**src/logic/timer2_consts.svh**
```systemverilog
// constants for the dual-width auto-reload timer: register indices, field
// positions, reset values and divider counts.
// assumes: included by bare name; byte address is four times the index.
`ifndef TIMER2_CONSTS_SVH
`define TIMER2_CONSTS_SVH

// ----------------------------------------
// register indices (byte address = 4 * index)
// ----------------------------------------
`define IDX_CLK_CTRL    8'h8e
`define IDX_CTRL        8'hc8
`define IDX_RELOAD_LOW  8'hca
`define IDX_RELOAD_HIGH 8'hcb
`define IDX_COUNT_LOW   8'hcc
`define IDX_COUNT_HIGH  8'hcd
`define IDX_CAPT_LOW    8'hd0
`define IDX_CAPT_HIGH   8'hd1
`define IDX_IRQ_STATUS  8'hd4
`define IDX_IRQ_CLEAR   8'hd5
`define IDX_IRQ_ENABLE  8'hd6

// ----------------------------------------
// field positions
// ----------------------------------------
`define CTRL_HIGH_FLAG  7
`define CTRL_LOW_FLAG   6
`define CTRL_LOW_INT_EN 5
`define CTRL_CAPT_EN    4
`define CTRL_SPLIT      3
`define CTRL_RUN        2
`define CLK_LOW_PICK    0
`define CLK_HIGH_PICK   1
`define IRQ_LOW_OVF     0
`define IRQ_HIGH_OVF    1
`define IRQ_CAPT        2

// ----------------------------------------
// reset values and divider counts
// ----------------------------------------
`define BYTE_RESET      8'h00
`define IRQ_RESET       3'h0
`define DIV12_LAST      4'hb
`define RTC_DIV8_LAST   3'h7

`endif

```
**src/logic/timer2_pkg.sv**
```systemverilog
// types shared by the timer files.
// assumes: compiled before every module that imports it.
package timer2_pkg;
	typedef logic [7:0] byte_t;

	// external source / capture trigger pairing
	typedef enum logic [1:0] {
		SRC_DIV12_CAPT_RTC = 2'b00,
		SRC_CMP_CAPT_RTC   = 2'b01,
		SRC_DIV12_CAPT_CMP = 2'b10,
		SRC_RTC_CAPT_CMP   = 2'b11
	} src_sel_t;

	typedef enum logic {
		BUS_IDLE   = 1'b0,
		BUS_ANSWER = 1'b1
	} bus_state_t;
endpackage : timer2_pkg

```
**src/logic/edge_sync.sv**
```systemverilog
// two-flop synchroniser with rising-edge pulse.
// assumes: one clock, synchronous active-high reset.
module edge_sync (
	input  wire logic core_clk,
	input  wire logic srst,
	input  wire logic async_in,
	output logic      rise
);
	import timer2_pkg::*;
	logic meta;
	logic stable;
	logic last;

	// ----------------------------------------
	// synchroniser chain
	// ----------------------------------------
	// meta is read by stable only
	always_ff @(posedge core_clk) begin
		if (srst) begin
			meta   <= 1'b0;
			stable <= 1'b0;
			last   <= 1'b0;
		end else begin
			meta   <= async_in;
			stable <= meta;
			last   <= stable;
		end
	end

	assign rise = stable & ~last;
endmodule : edge_sync

```
**src/logic/byte_counter.sv**
```systemverilog
// one 8-bit counter byte with software load and reload on wrap.
// assumes: inc is a one-cycle tick already gated by run state.
module byte_counter (
	input  wire logic         core_clk,
	input  wire logic         srst,
	input  wire logic         inc,
	input  wire logic         reload_ok,
	input  timer2_pkg::byte_t reload_val,
	input  wire logic         sw_write,
	input  timer2_pkg::byte_t sw_val,
	output timer2_pkg::byte_t count,
	output logic              wrap
);
	import timer2_pkg::*;
	`include "timer2_consts.svh"
	byte_t next_count;

	// software write beats a tick in the same cycle
	always_comb begin
		wrap       = inc && !sw_write && (count == 8'hff);
		next_count = count;
		if (sw_write) begin
			next_count = sw_val;
		end else if (inc) begin
			next_count = (wrap && reload_ok) ? reload_val : count + 8'h01;
		end
	end

	always_ff @(posedge core_clk) begin
		if (srst) begin
			count <= `BYTE_RESET;
		end else begin
			count <= next_count;
		end
	end
endmodule : byte_counter

```
**src/logic/timer2_top.sv**
```systemverilog
// auto-reload timer, one 16-bit or two 8-bit counters, avalon-mm slave.
// assumes: single core_clk, synchronous srst, one-wait-state bus master.
//
// Summary of operation
// RULE1: with split mode on the timer is two 8-bit counters, each reloading on overflow.
// RULE2: with split mode off the timer is one 16-bit counter reloading on overflow.
// RULE3: 16-bit counting needs the run bit; clearing it stops the 16-bit counter.
// RULE4: in split mode the run bit gates only the high byte; the low byte always counts.
// RULE5: select 00 counts system clock/12 and 01 comparator 0, both capturing on rtc/8.
// RULE6: select 10 counts system clock/12 and 11 rtc/8, both capturing on comparator 0.
// RULE7: in split mode both bytes share the one selected external source.
// RULE8: a per-byte pick bit chooses the external source or the system clock.
// RULE9: external sources and capture triggers are synchronised before use.
// RULE10: the low count register holds count bits 7:0, or the low split counter.
// RULE11: the high count register holds the upper byte, or the high split counter.
// RULE12: with capture enabled the count is latched on each capture trigger edge.
// RULE13: the high flag sets when the high byte or whole count wraps, never self-clears.
// RULE14: the low flag sets on every low byte wrap and only software clears it.
// RULE15: an overflowing counter loads its reload value and counts on from it.
// RULE16: an enabled counter steps by one per tick; ticks while disabled are lost.
//
// Local design decision: register access over Avalon-MM.
module timer2_top (
	input  wire logic        core_clk,
	input  wire logic        srst,
	input  wire logic [9:0]  avs_address,
	input  wire logic        avs_read,
	input  wire logic        avs_write,
	input  wire logic [31:0] avs_writedata,
	input  wire logic [3:0]  avs_byteenable,
	output logic      [31:0] avs_readdata,
	output logic             avs_waitrequest,
	input  wire logic        cmp0_in,
	input  wire logic        rtc_osc_in,
	output logic             irq
);
	import timer2_pkg::*;
	`include "timer2_consts.svh"

	// ----------------------------------------
	// state
	// ----------------------------------------
	bus_state_t  state;
	bus_state_t  next_state;
	logic [31:0] next_readdata;
	logic        next_waitrequest;
	logic [5:0]  ctrl;             // low int en, capt en, split, run, select
	logic [5:0]  next_ctrl;
	logic        high_flag;
	logic        next_high_flag;
	logic        low_flag;
	logic        next_low_flag;
	logic [1:0]  clk_ctrl;
	logic [1:0]  next_clk_ctrl;
	byte_t       reload_low;
	byte_t       next_reload_low;
	byte_t       reload_high;
	byte_t       next_reload_high;
	byte_t       capt_low;
	byte_t       next_capt_low;
	byte_t       capt_high;
	byte_t       next_capt_high;
	logic [2:0]  irq_status;
	logic [2:0]  next_irq_status;
	logic [2:0]  irq_enable;
	logic [2:0]  next_irq_enable;
	logic        next_irq;
	logic [3:0]  div12;
	logic [3:0]  next_div12;
	logic [2:0]  rtc_cnt;
	logic [2:0]  next_rtc_cnt;

	// ----------------------------------------
	// combinational nets
	// ----------------------------------------
	logic [7:0]  idx;
	logic        wr_hit;
	logic [31:0] rd_word;
	logic        split;
	logic        run;
	logic        capt_en;
	src_sel_t    src;
	logic        div_tick;
	logic        cmp_tick;
	logic        rtc_rise;
	logic        rtc_tick;
	logic        ext_tick;
	logic        cap_trig;
	logic        low_tick;
	logic        high_tick;
	logic        low_inc;
	logic        high_inc;
	logic        low_wrap;
	logic        high_wrap;
	byte_t       count_low;
	byte_t       count_high;
	logic        wr_low;
	logic        wr_high;
	logic        capt_evt;

	assign idx     = avs_address[9:2];
	assign wr_hit  = (state == BUS_ANSWER) && avs_write && avs_byteenable[0];
	assign wr_low  = wr_hit && (idx == `IDX_COUNT_LOW);
	assign wr_high = wr_hit && (idx == `IDX_COUNT_HIGH);
	assign split   = ctrl[`CTRL_SPLIT];
	assign run     = ctrl[`CTRL_RUN];
	assign capt_en = ctrl[`CTRL_CAPT_EN];
	assign src     = src_sel_t'(ctrl[1:0]);

	// ----------------------------------------
	// source conditioning
	// ----------------------------------------
	edge_sync u_cmp_sync ( // RULE9
		.core_clk (core_clk),
		.srst     (srst),
		.async_in (cmp0_in),
		.rise     (cmp_tick)
	);

	edge_sync u_rtc_sync ( // RULE9
		.core_clk (core_clk),
		.srst     (srst),
		.async_in (rtc_osc_in),
		.rise     (rtc_rise)
	);

	// system clock/12 and rtc/8 dividers
	always_comb begin
		div_tick     = (div12 == `DIV12_LAST);
		next_div12   = div_tick ? 4'h0 : div12 + 4'h1;
		rtc_tick     = rtc_rise && (rtc_cnt == `RTC_DIV8_LAST);
		next_rtc_cnt = rtc_rise ? rtc_cnt + 3'h1 : rtc_cnt;
	end

	// source and trigger selection
	always_comb begin
		case (src)
			SRC_DIV12_CAPT_RTC: begin // RULE5
				ext_tick = div_tick;
				cap_trig = rtc_tick;
			end
			SRC_CMP_CAPT_RTC: begin // RULE5
				ext_tick = cmp_tick;
				cap_trig = rtc_tick;
			end
			SRC_DIV12_CAPT_CMP: begin // RULE6
				ext_tick = div_tick;
				cap_trig = cmp_tick;
			end
			SRC_RTC_CAPT_CMP: begin // RULE6
				ext_tick = rtc_tick;
				cap_trig = cmp_tick;
			end
			default: begin
				ext_tick = 1'b0;
				cap_trig = 1'b0;
			end
		endcase
	end

	// ----------------------------------------
	// counter bytes
	// ----------------------------------------
	// one shared external tick, system clock if picked
	always_comb begin
		low_tick  = clk_ctrl[`CLK_LOW_PICK] | ext_tick;  // RULE7 RULE8
		high_tick = clk_ctrl[`CLK_HIGH_PICK] | ext_tick; // RULE7 RULE8
		if (split) begin
			low_inc  = low_tick;         // RULE1 RULE4
			high_inc = run && high_tick; // RULE4 RULE16
		end else begin
			low_inc  = run && low_tick;  // RULE2 RULE3 RULE16
			high_inc = low_wrap;         // RULE2
		end
	end

	byte_counter u_low ( // RULE10 RULE15
		.core_clk   (core_clk),
		.srst       (srst),
		.inc        (low_inc),
		.reload_ok  (split || (count_high == 8'hff)),
		.reload_val (reload_low),
		.sw_write   (wr_low),
		.sw_val     (avs_writedata[7:0]),
		.count      (count_low),
		.wrap       (low_wrap)
	);

	byte_counter u_high ( // RULE11 RULE15
		.core_clk   (core_clk),
		.srst       (srst),
		.inc        (high_inc),
		.reload_ok  (1'b1),
		.reload_val (reload_high),
		.sw_write   (wr_high),
		.sw_val     (avs_writedata[7:0]),
		.count      (count_high),
		.wrap       (high_wrap)
	);

	// ----------------------------------------
	// registers, flags, capture, interrupt
	// ----------------------------------------
	always_comb begin
		capt_evt         = capt_en && cap_trig; // RULE12
		next_ctrl        = ctrl;
		next_clk_ctrl    = clk_ctrl;
		next_reload_low  = reload_low;
		next_reload_high = reload_high;
		next_irq_enable  = irq_enable;
		next_high_flag   = high_flag;
		next_low_flag    = low_flag;
		next_capt_low    = capt_en && cap_trig ? count_low : capt_low;   // RULE12
		next_capt_high   = capt_en && cap_trig ? count_high : capt_high; // RULE12
		next_irq_status  = irq_status;
		if (wr_hit) begin
			case (idx)
				`IDX_CTRL: begin
					next_ctrl      = avs_writedata[5:0];
					next_high_flag = avs_writedata[`CTRL_HIGH_FLAG];
					next_low_flag  = avs_writedata[`CTRL_LOW_FLAG];
				end
				`IDX_CLK_CTRL:    next_clk_ctrl    = avs_writedata[1:0];
				`IDX_RELOAD_LOW:  next_reload_low  = avs_writedata[7:0];
				`IDX_RELOAD_HIGH: next_reload_high = avs_writedata[7:0];
				`IDX_IRQ_ENABLE:  next_irq_enable  = avs_writedata[2:0];
				`IDX_IRQ_CLEAR:   next_irq_status  = irq_status & ~avs_writedata[2:0];
				default: begin
				end
			endcase
		end
		// hardware set wins over software clear
		if (high_wrap) begin
			next_high_flag = 1'b1; // RULE13
		end
		if (low_wrap) begin
			next_low_flag = 1'b1; // RULE14
		end
		next_irq_status = next_irq_status | {capt_evt, high_wrap, low_wrap};
		next_irq        = |(next_irq_status & next_irq_enable);
	end

	// ----------------------------------------
	// avalon-mm slave, one wait state
	// ----------------------------------------
	always_comb begin
		case (idx)
			`IDX_CTRL:        rd_word = {24'h0, high_flag, low_flag, ctrl};
			`IDX_CLK_CTRL:    rd_word = {30'h0, clk_ctrl};
			`IDX_RELOAD_LOW:  rd_word = {24'h0, reload_low};
			`IDX_RELOAD_HIGH: rd_word = {24'h0, reload_high};
			`IDX_COUNT_LOW:   rd_word = {24'h0, count_low};  // RULE10
			`IDX_COUNT_HIGH:  rd_word = {24'h0, count_high}; // RULE11
			`IDX_CAPT_LOW:    rd_word = {24'h0, capt_low};
			`IDX_CAPT_HIGH:   rd_word = {24'h0, capt_high};
			`IDX_IRQ_STATUS:  rd_word = {29'h0, irq_status};
			`IDX_IRQ_ENABLE:  rd_word = {29'h0, irq_enable};
			default:          rd_word = 32'h0;
		endcase
		next_readdata = avs_readdata;
		next_state    = BUS_IDLE;
		if (state == BUS_IDLE && (avs_read || avs_write)) begin
			next_state = BUS_ANSWER;
			if (avs_read) begin
				next_readdata = rd_word;
			end
		end
		next_waitrequest = (next_state != BUS_ANSWER);
	end

	always_ff @(posedge core_clk) begin
		if (srst) begin
			state           <= BUS_IDLE;
			avs_readdata    <= 32'h0;
			avs_waitrequest <= 1'b1;
			ctrl            <= 6'h00;
			high_flag       <= 1'b0;
			low_flag        <= 1'b0;
			clk_ctrl        <= 2'h0;
			reload_low      <= `BYTE_RESET;
			reload_high     <= `BYTE_RESET;
			capt_low        <= `BYTE_RESET;
			capt_high       <= `BYTE_RESET;
			irq_status      <= `IRQ_RESET;
			irq_enable      <= `IRQ_RESET;
			irq             <= 1'b0;
			div12           <= 4'h0;
			rtc_cnt         <= 3'h0;
		end else begin
			state           <= next_state;
			avs_readdata    <= next_readdata;
			avs_waitrequest <= next_waitrequest;
			ctrl            <= next_ctrl;
			high_flag       <= next_high_flag;
			low_flag        <= next_low_flag;
			clk_ctrl        <= next_clk_ctrl;
			reload_low      <= next_reload_low;
			reload_high     <= next_reload_high;
			capt_low        <= next_capt_low;
			capt_high       <= next_capt_high;
			irq_status      <= next_irq_status;
			irq_enable      <= next_irq_enable;
			irq             <= next_irq;
			div12           <= next_div12;
			rtc_cnt         <= next_rtc_cnt;
		end
	end
endmodule : timer2_top

```
**config.mk**
```make
export PLATFORM = sky130hd
export DESIGN_NAME = timer2_top
export DESIGN_NICKNAME = d
export VERILOG_FILES = /design/src/logic/timer2_pkg.sv /design/src/logic/edge_sync.sv /design/src/logic/byte_counter.sv /design/src/logic/timer2_top.sv
export VERILOG_INCLUDE_DIRS = /design/src /design/src/logic
export SDC_FILE = /design/constraint.sdc
export NUM_CORES = 1
export LEC_CHECK = 0
export BUFFER_PORTS_ARGS = -buffer_cell sky130_fd_sc_hd__buf_2
export CAP_MARGIN = 20
export CORE_ASPECT_RATIO = 0.9
export CORE_MARGIN = 2
export CORE_UTILIZATION = 45
export CTS_CLUSTER_DIAMETER = 120
export DETAILED_ROUTE_END_ITERATION = 8
export PLACE_DENSITY = 0.67
export RECOVER_POWER = 25
export SLEW_MARGIN = 20
export SYNTH_ARGS = -nofsm -noshare
export SYNTH_HDL_FRONTEND = slang
export SYNTH_SLANG_ARGS = --single-unit
```
**constraint.sdc**
```tcl
create_clock -name core_clk -period 2.6 [get_ports core_clk]
set_input_delay 0.13 -clock core_clk [delete_from_list [all_inputs] [get_ports core_clk]]
set_output_delay 0.13 -clock core_clk [all_outputs]
set_load 0.005 [all_outputs]
```
==> impl_metrics.py <==
metrics = {
    "synth": {
        "synth_most_common_cell": "dfxtp_1",
        "yosysTopAreaCellShare_pct": 37.3,
        "ys.flop_type": "dfxtp_1",
        "synth_compound_area_share_pct": 16.2,
        "synth_seq_cells": 88,
        "synth_warnings": 0,
        "yosysTopAreaCell": "dfxtp_1",
        "synth_mux_area_share_pct": 13.5,
        "yosys.area_share.simple_pct": 22.3,
        "yosys.area_share.xor_xnor_pct": 0.928,
        "synthesis.area_um2": 4720,
        "synth_top_family_by_area": "simple AND/OR/NAND/NOR gates",
        "synth_fa_ha_area_share_pct": 1.33,
        "syn_avg_cell_area_um2": 8.53,
        "synth_edf_count": 0,
        "ys_seq_area_share_pct": 37.3,
        "synth_cells": 553,
        "ys_types": 72,
        "async_reset_ff_share_pct": 0,
        "netlist_top_cells_area": "dfxtp_1 (37%), mux2i_1 (12%), nor2_1 (6.1%)",
        "synth_common_cells": "dfxtp_1 (88), nor2_1 (77), mux2i_1 (58)",
    },
    "critical_path": {
        "max_stage_delay_ns": 0.54,
        "cp_top_family": "simple AND/OR/NAND/NOR gates",
        "endpoint_kind": "flop",
        "startpoint_type": "flop",
        "r2r_start": "rtc_cnt[0]",
        "worst-path-buf-inv": 2,
        "rr_worst_depth": 10,
        "crit_chain": "ha_1 > ha_1 > and3b_2 > a2111oi_1 > buf_4 > or4b_1 > nand2_1 > buf_4 > a21oi_1 > a211o_2",
        "r2r-end": "u_high.count[0]",
        "arrival_ns": 2.69,
        "required_ns": 2.84,
        "cp_slowest_cell": "or4b_1",
        "worstPathMaxFanout": 4,
        "startpoint": "rtc_cnt[0]",
        "critPathKind": "reg2reg",
        "r2r_slack_ns": 0.15,
    },
    "timing": {
        "setup_slack_ns": 0.153,
        "finalCriticalPeriod_ns": 2.45,
        "final_max_slew_viol_count": 0,
        "final.period_utilization_pct": 94.1,
        "hold_viol": 0,
        "fin_setup_tns_ns": 0,
        "worst_slew_pin_slew_ns": 0.725,
        "slew_headroom_pct": 51.6,
        "finClkSkew_ns": 0.00989,
        "rsz0062_at_grt": "false",
        "clock.fmax_mhz": 409,
        "setup_viol": 0,
    },
    "route": {
        "vias_per_cell": 5.77,
        "drt-total-wl_mm": 12.9,
        "dr_total_vias": 4209,
        "post_drt_wl_per_cell_um": 17.6,
        "ant_nets": 0,
        "drc_errors": 0,
        "first_pass_iters": 5,
        "drtIter0Drc": 402,
    },
    "job": {
        "cap_violations": 0,
    },
    "clock_tree": {
        "clk_pin_slew_ns": 0.07,
        "clock_latency_ns": 0.35,
        "cts_tree": "done",
        "clockBufferDepth": 2,
        "cts_sinks": 88,
        "cts_buffers": 9,
        "clockRootBuffer": "clkbuf_16",
        "htreeDepth": 3,
    },
    "min_path": {
        "hold_depth": 2,
        "hp-start": "avs_read",
        "hold_class": "in2reg",
        "min_to": "avs_waitrequest",
    },
    "finish": {
        "multi_input_area_um2": 2650,
        "final-seq-area_um2": 1760,
        "instances_no_fill": 729,
        "layout-drive-gt1-share_pct": 15.8,
        "fillCellCount": 956,
        "diodes": 0,
        "syn2layout_area_growth_pct": 12.9,
        "nets": 652,
    },
    "pwr": {
        "power.density_nw_per_um2": 522,
        "intPower_w": 0.00211,
        "combPwrFrac_pct": 5.6,
        "swShare_pct": 24.1,
        "p_leak_nw": 2.20,
        "clock_power_share_pct": 45.3,
        "net-switching-power_w": 0.000670,
        "seq_power_share_pct": 49.1,
        "peakVddDrop_mv": 0.393,
    },
    "place": {
        "dp_slack_ns": 0.160,
        "port_buffers": 32,
        "dp_hpwl_mm": 9.37,
        "dpl.cell_count": 711,
        "gp_congestion": 0.930,
    },
    "floorplanning": {
        "rows": 35,
        "io_pins": 86,
        "start_util_pct": 46.2,
        "fp.dieW_um": 112,
        "core-area_um2": 10200,
        "dieArea_um2": 11300,
        "die_y_um": 101,
    },
    "global_route": {
        "grt_max_degree": 82,
        "grt_pass1_vias": 3889,
        "antenna_found_initial": 0,
        "gr-total-overflow": 0,
        "grtUsageTotal_pct": 23.3,
        "grt_pass1_wl_mm": 20.6,
    },
    "outcome": {
        "status": "finished, final reports clean",
    },
}
==> per-layer routing <==
metal / up-vias / wire length [um] / GRT usage, %
met3: 16 / 952 / 4.79
met4: 0 / 150 / 6.27
met1: 1996 / 6120 / 33.4
met5: - / 0 / 0
li1: 2035 / - / -
met2: 162 / 5640 / 36.0
==> per-stage QoR <==
step	total power (W)	instance area [um2]	util (%)	hold slack (ns)
after floorplan	0.00152	4800	-	0.258
after global placement	0.00154	5020	49.2	0.336
after detailed placement	0.00155	5020	49.2	0.345
after CTS	0.00280	5330	52.3	0.0190
after global routing	0.00287	5330	52.2	0.0442
final	0.00278	5330	52.2	0.0232
==> worst max path at each step <==
stage / to / cells past startpoint
3_5_place_dp: u_high.count[0] / 10
6_report: u_high.count[0] / 10
4_1_cts: u_high.count[0] / 10
2_1_floorplan: irq / 9
5_1_grt: u_high.count[0] / 10
3_3_place_gp: u_high.count[0] / 10
==> power by group through the flow <==
stage / Sequential [W] / Combinational, W / Clock, W
detailed placement: 0.00140 / 0.000151 / 0
CTS: 0.00137 / 0.000154 / 0.00128
floorplan: 0.00139 / 0.000120 / 0
finish: 0.00137 / 0.000157 / 0.00126
global route: 0.00137 / 0.000171 / 0.00134
global placement: 0.00140 / 0.000149 / 0
==> placed cells by master (no fill, tap or decap), types with 5 or more instances in the layout <==
master     instances
nor3_1            11
a22oi_1            5
buf_4             28
o21ai_0           24
a211oi_1           6
inv_1             15
clkbuf_16          9
a21oi_1           28
conb_1            24
mux2i_1           58
buf_2             28
nor2_1            77
nand3b_1           5
nand4_1            9
a221oi_1           7
nand3_1           30
nand2b_1           5
mux2_2             5
nor2b_1            8
ha_1               5
dfxtp_1           88
nand2_1           38
==> area by class of cell <==
class / count / area share [%]
multi-input cells: 418 / 49.7
flip-flops and latches: 88 / 33.1
repair buffers: 63 / 7.61
clock buffers: 11 / 4.75
well taps: 129 / 3.03
inverters: 15 / 1.06
clock inverters: 5 / 0.752
==> worst register-to-register path, delay by kind of cell, from the launching register on <==
| kind | cells | cell delay (ns) |
|---|---|---|
| compound gates | 3 | 0.43 |
| fa+ha+maj | 2 | 0.29 |
| buf+inv | 2 | 0.33 |
| flops | 1 | 0.35 |
| simple gates | 3 | 0.96 |
==> cells by family (layout without fill, tap and decap cells) <==
kind of cell	count (synthesis)	in the layout
AO/OA/AOI/OAI	111	111
AND/OR/NAND/NOR	210	210
flip-flops	88	88
adder cells (fa/ha/maj)	5	5
other	1	24
multiplexers	63	63
buffers and inverters	70	94
XOR/XNOR	5	5
==> state kept, by name, indices dropped and copies added, names as in the netlist, 4 cells and up <==
signal        cells
reload_high       8
capt_low          8
avs_readdata      8
capt_high         8
ctrl              6
u_high.count      8
reload_low        8
div12             4
u_low.count       8
==> timing repair <==
| action | 4_1_cts | 5_1_grt |
|---|---|---|
| hold buffers | 2 | 0 |
| buffers inserted | 0 | 0 |
| resized for setup | 0 | 0 |
| endpoints found under the hold margin | 2 | 0 |
Note: power is estimated with default switching activity, not from simulation.
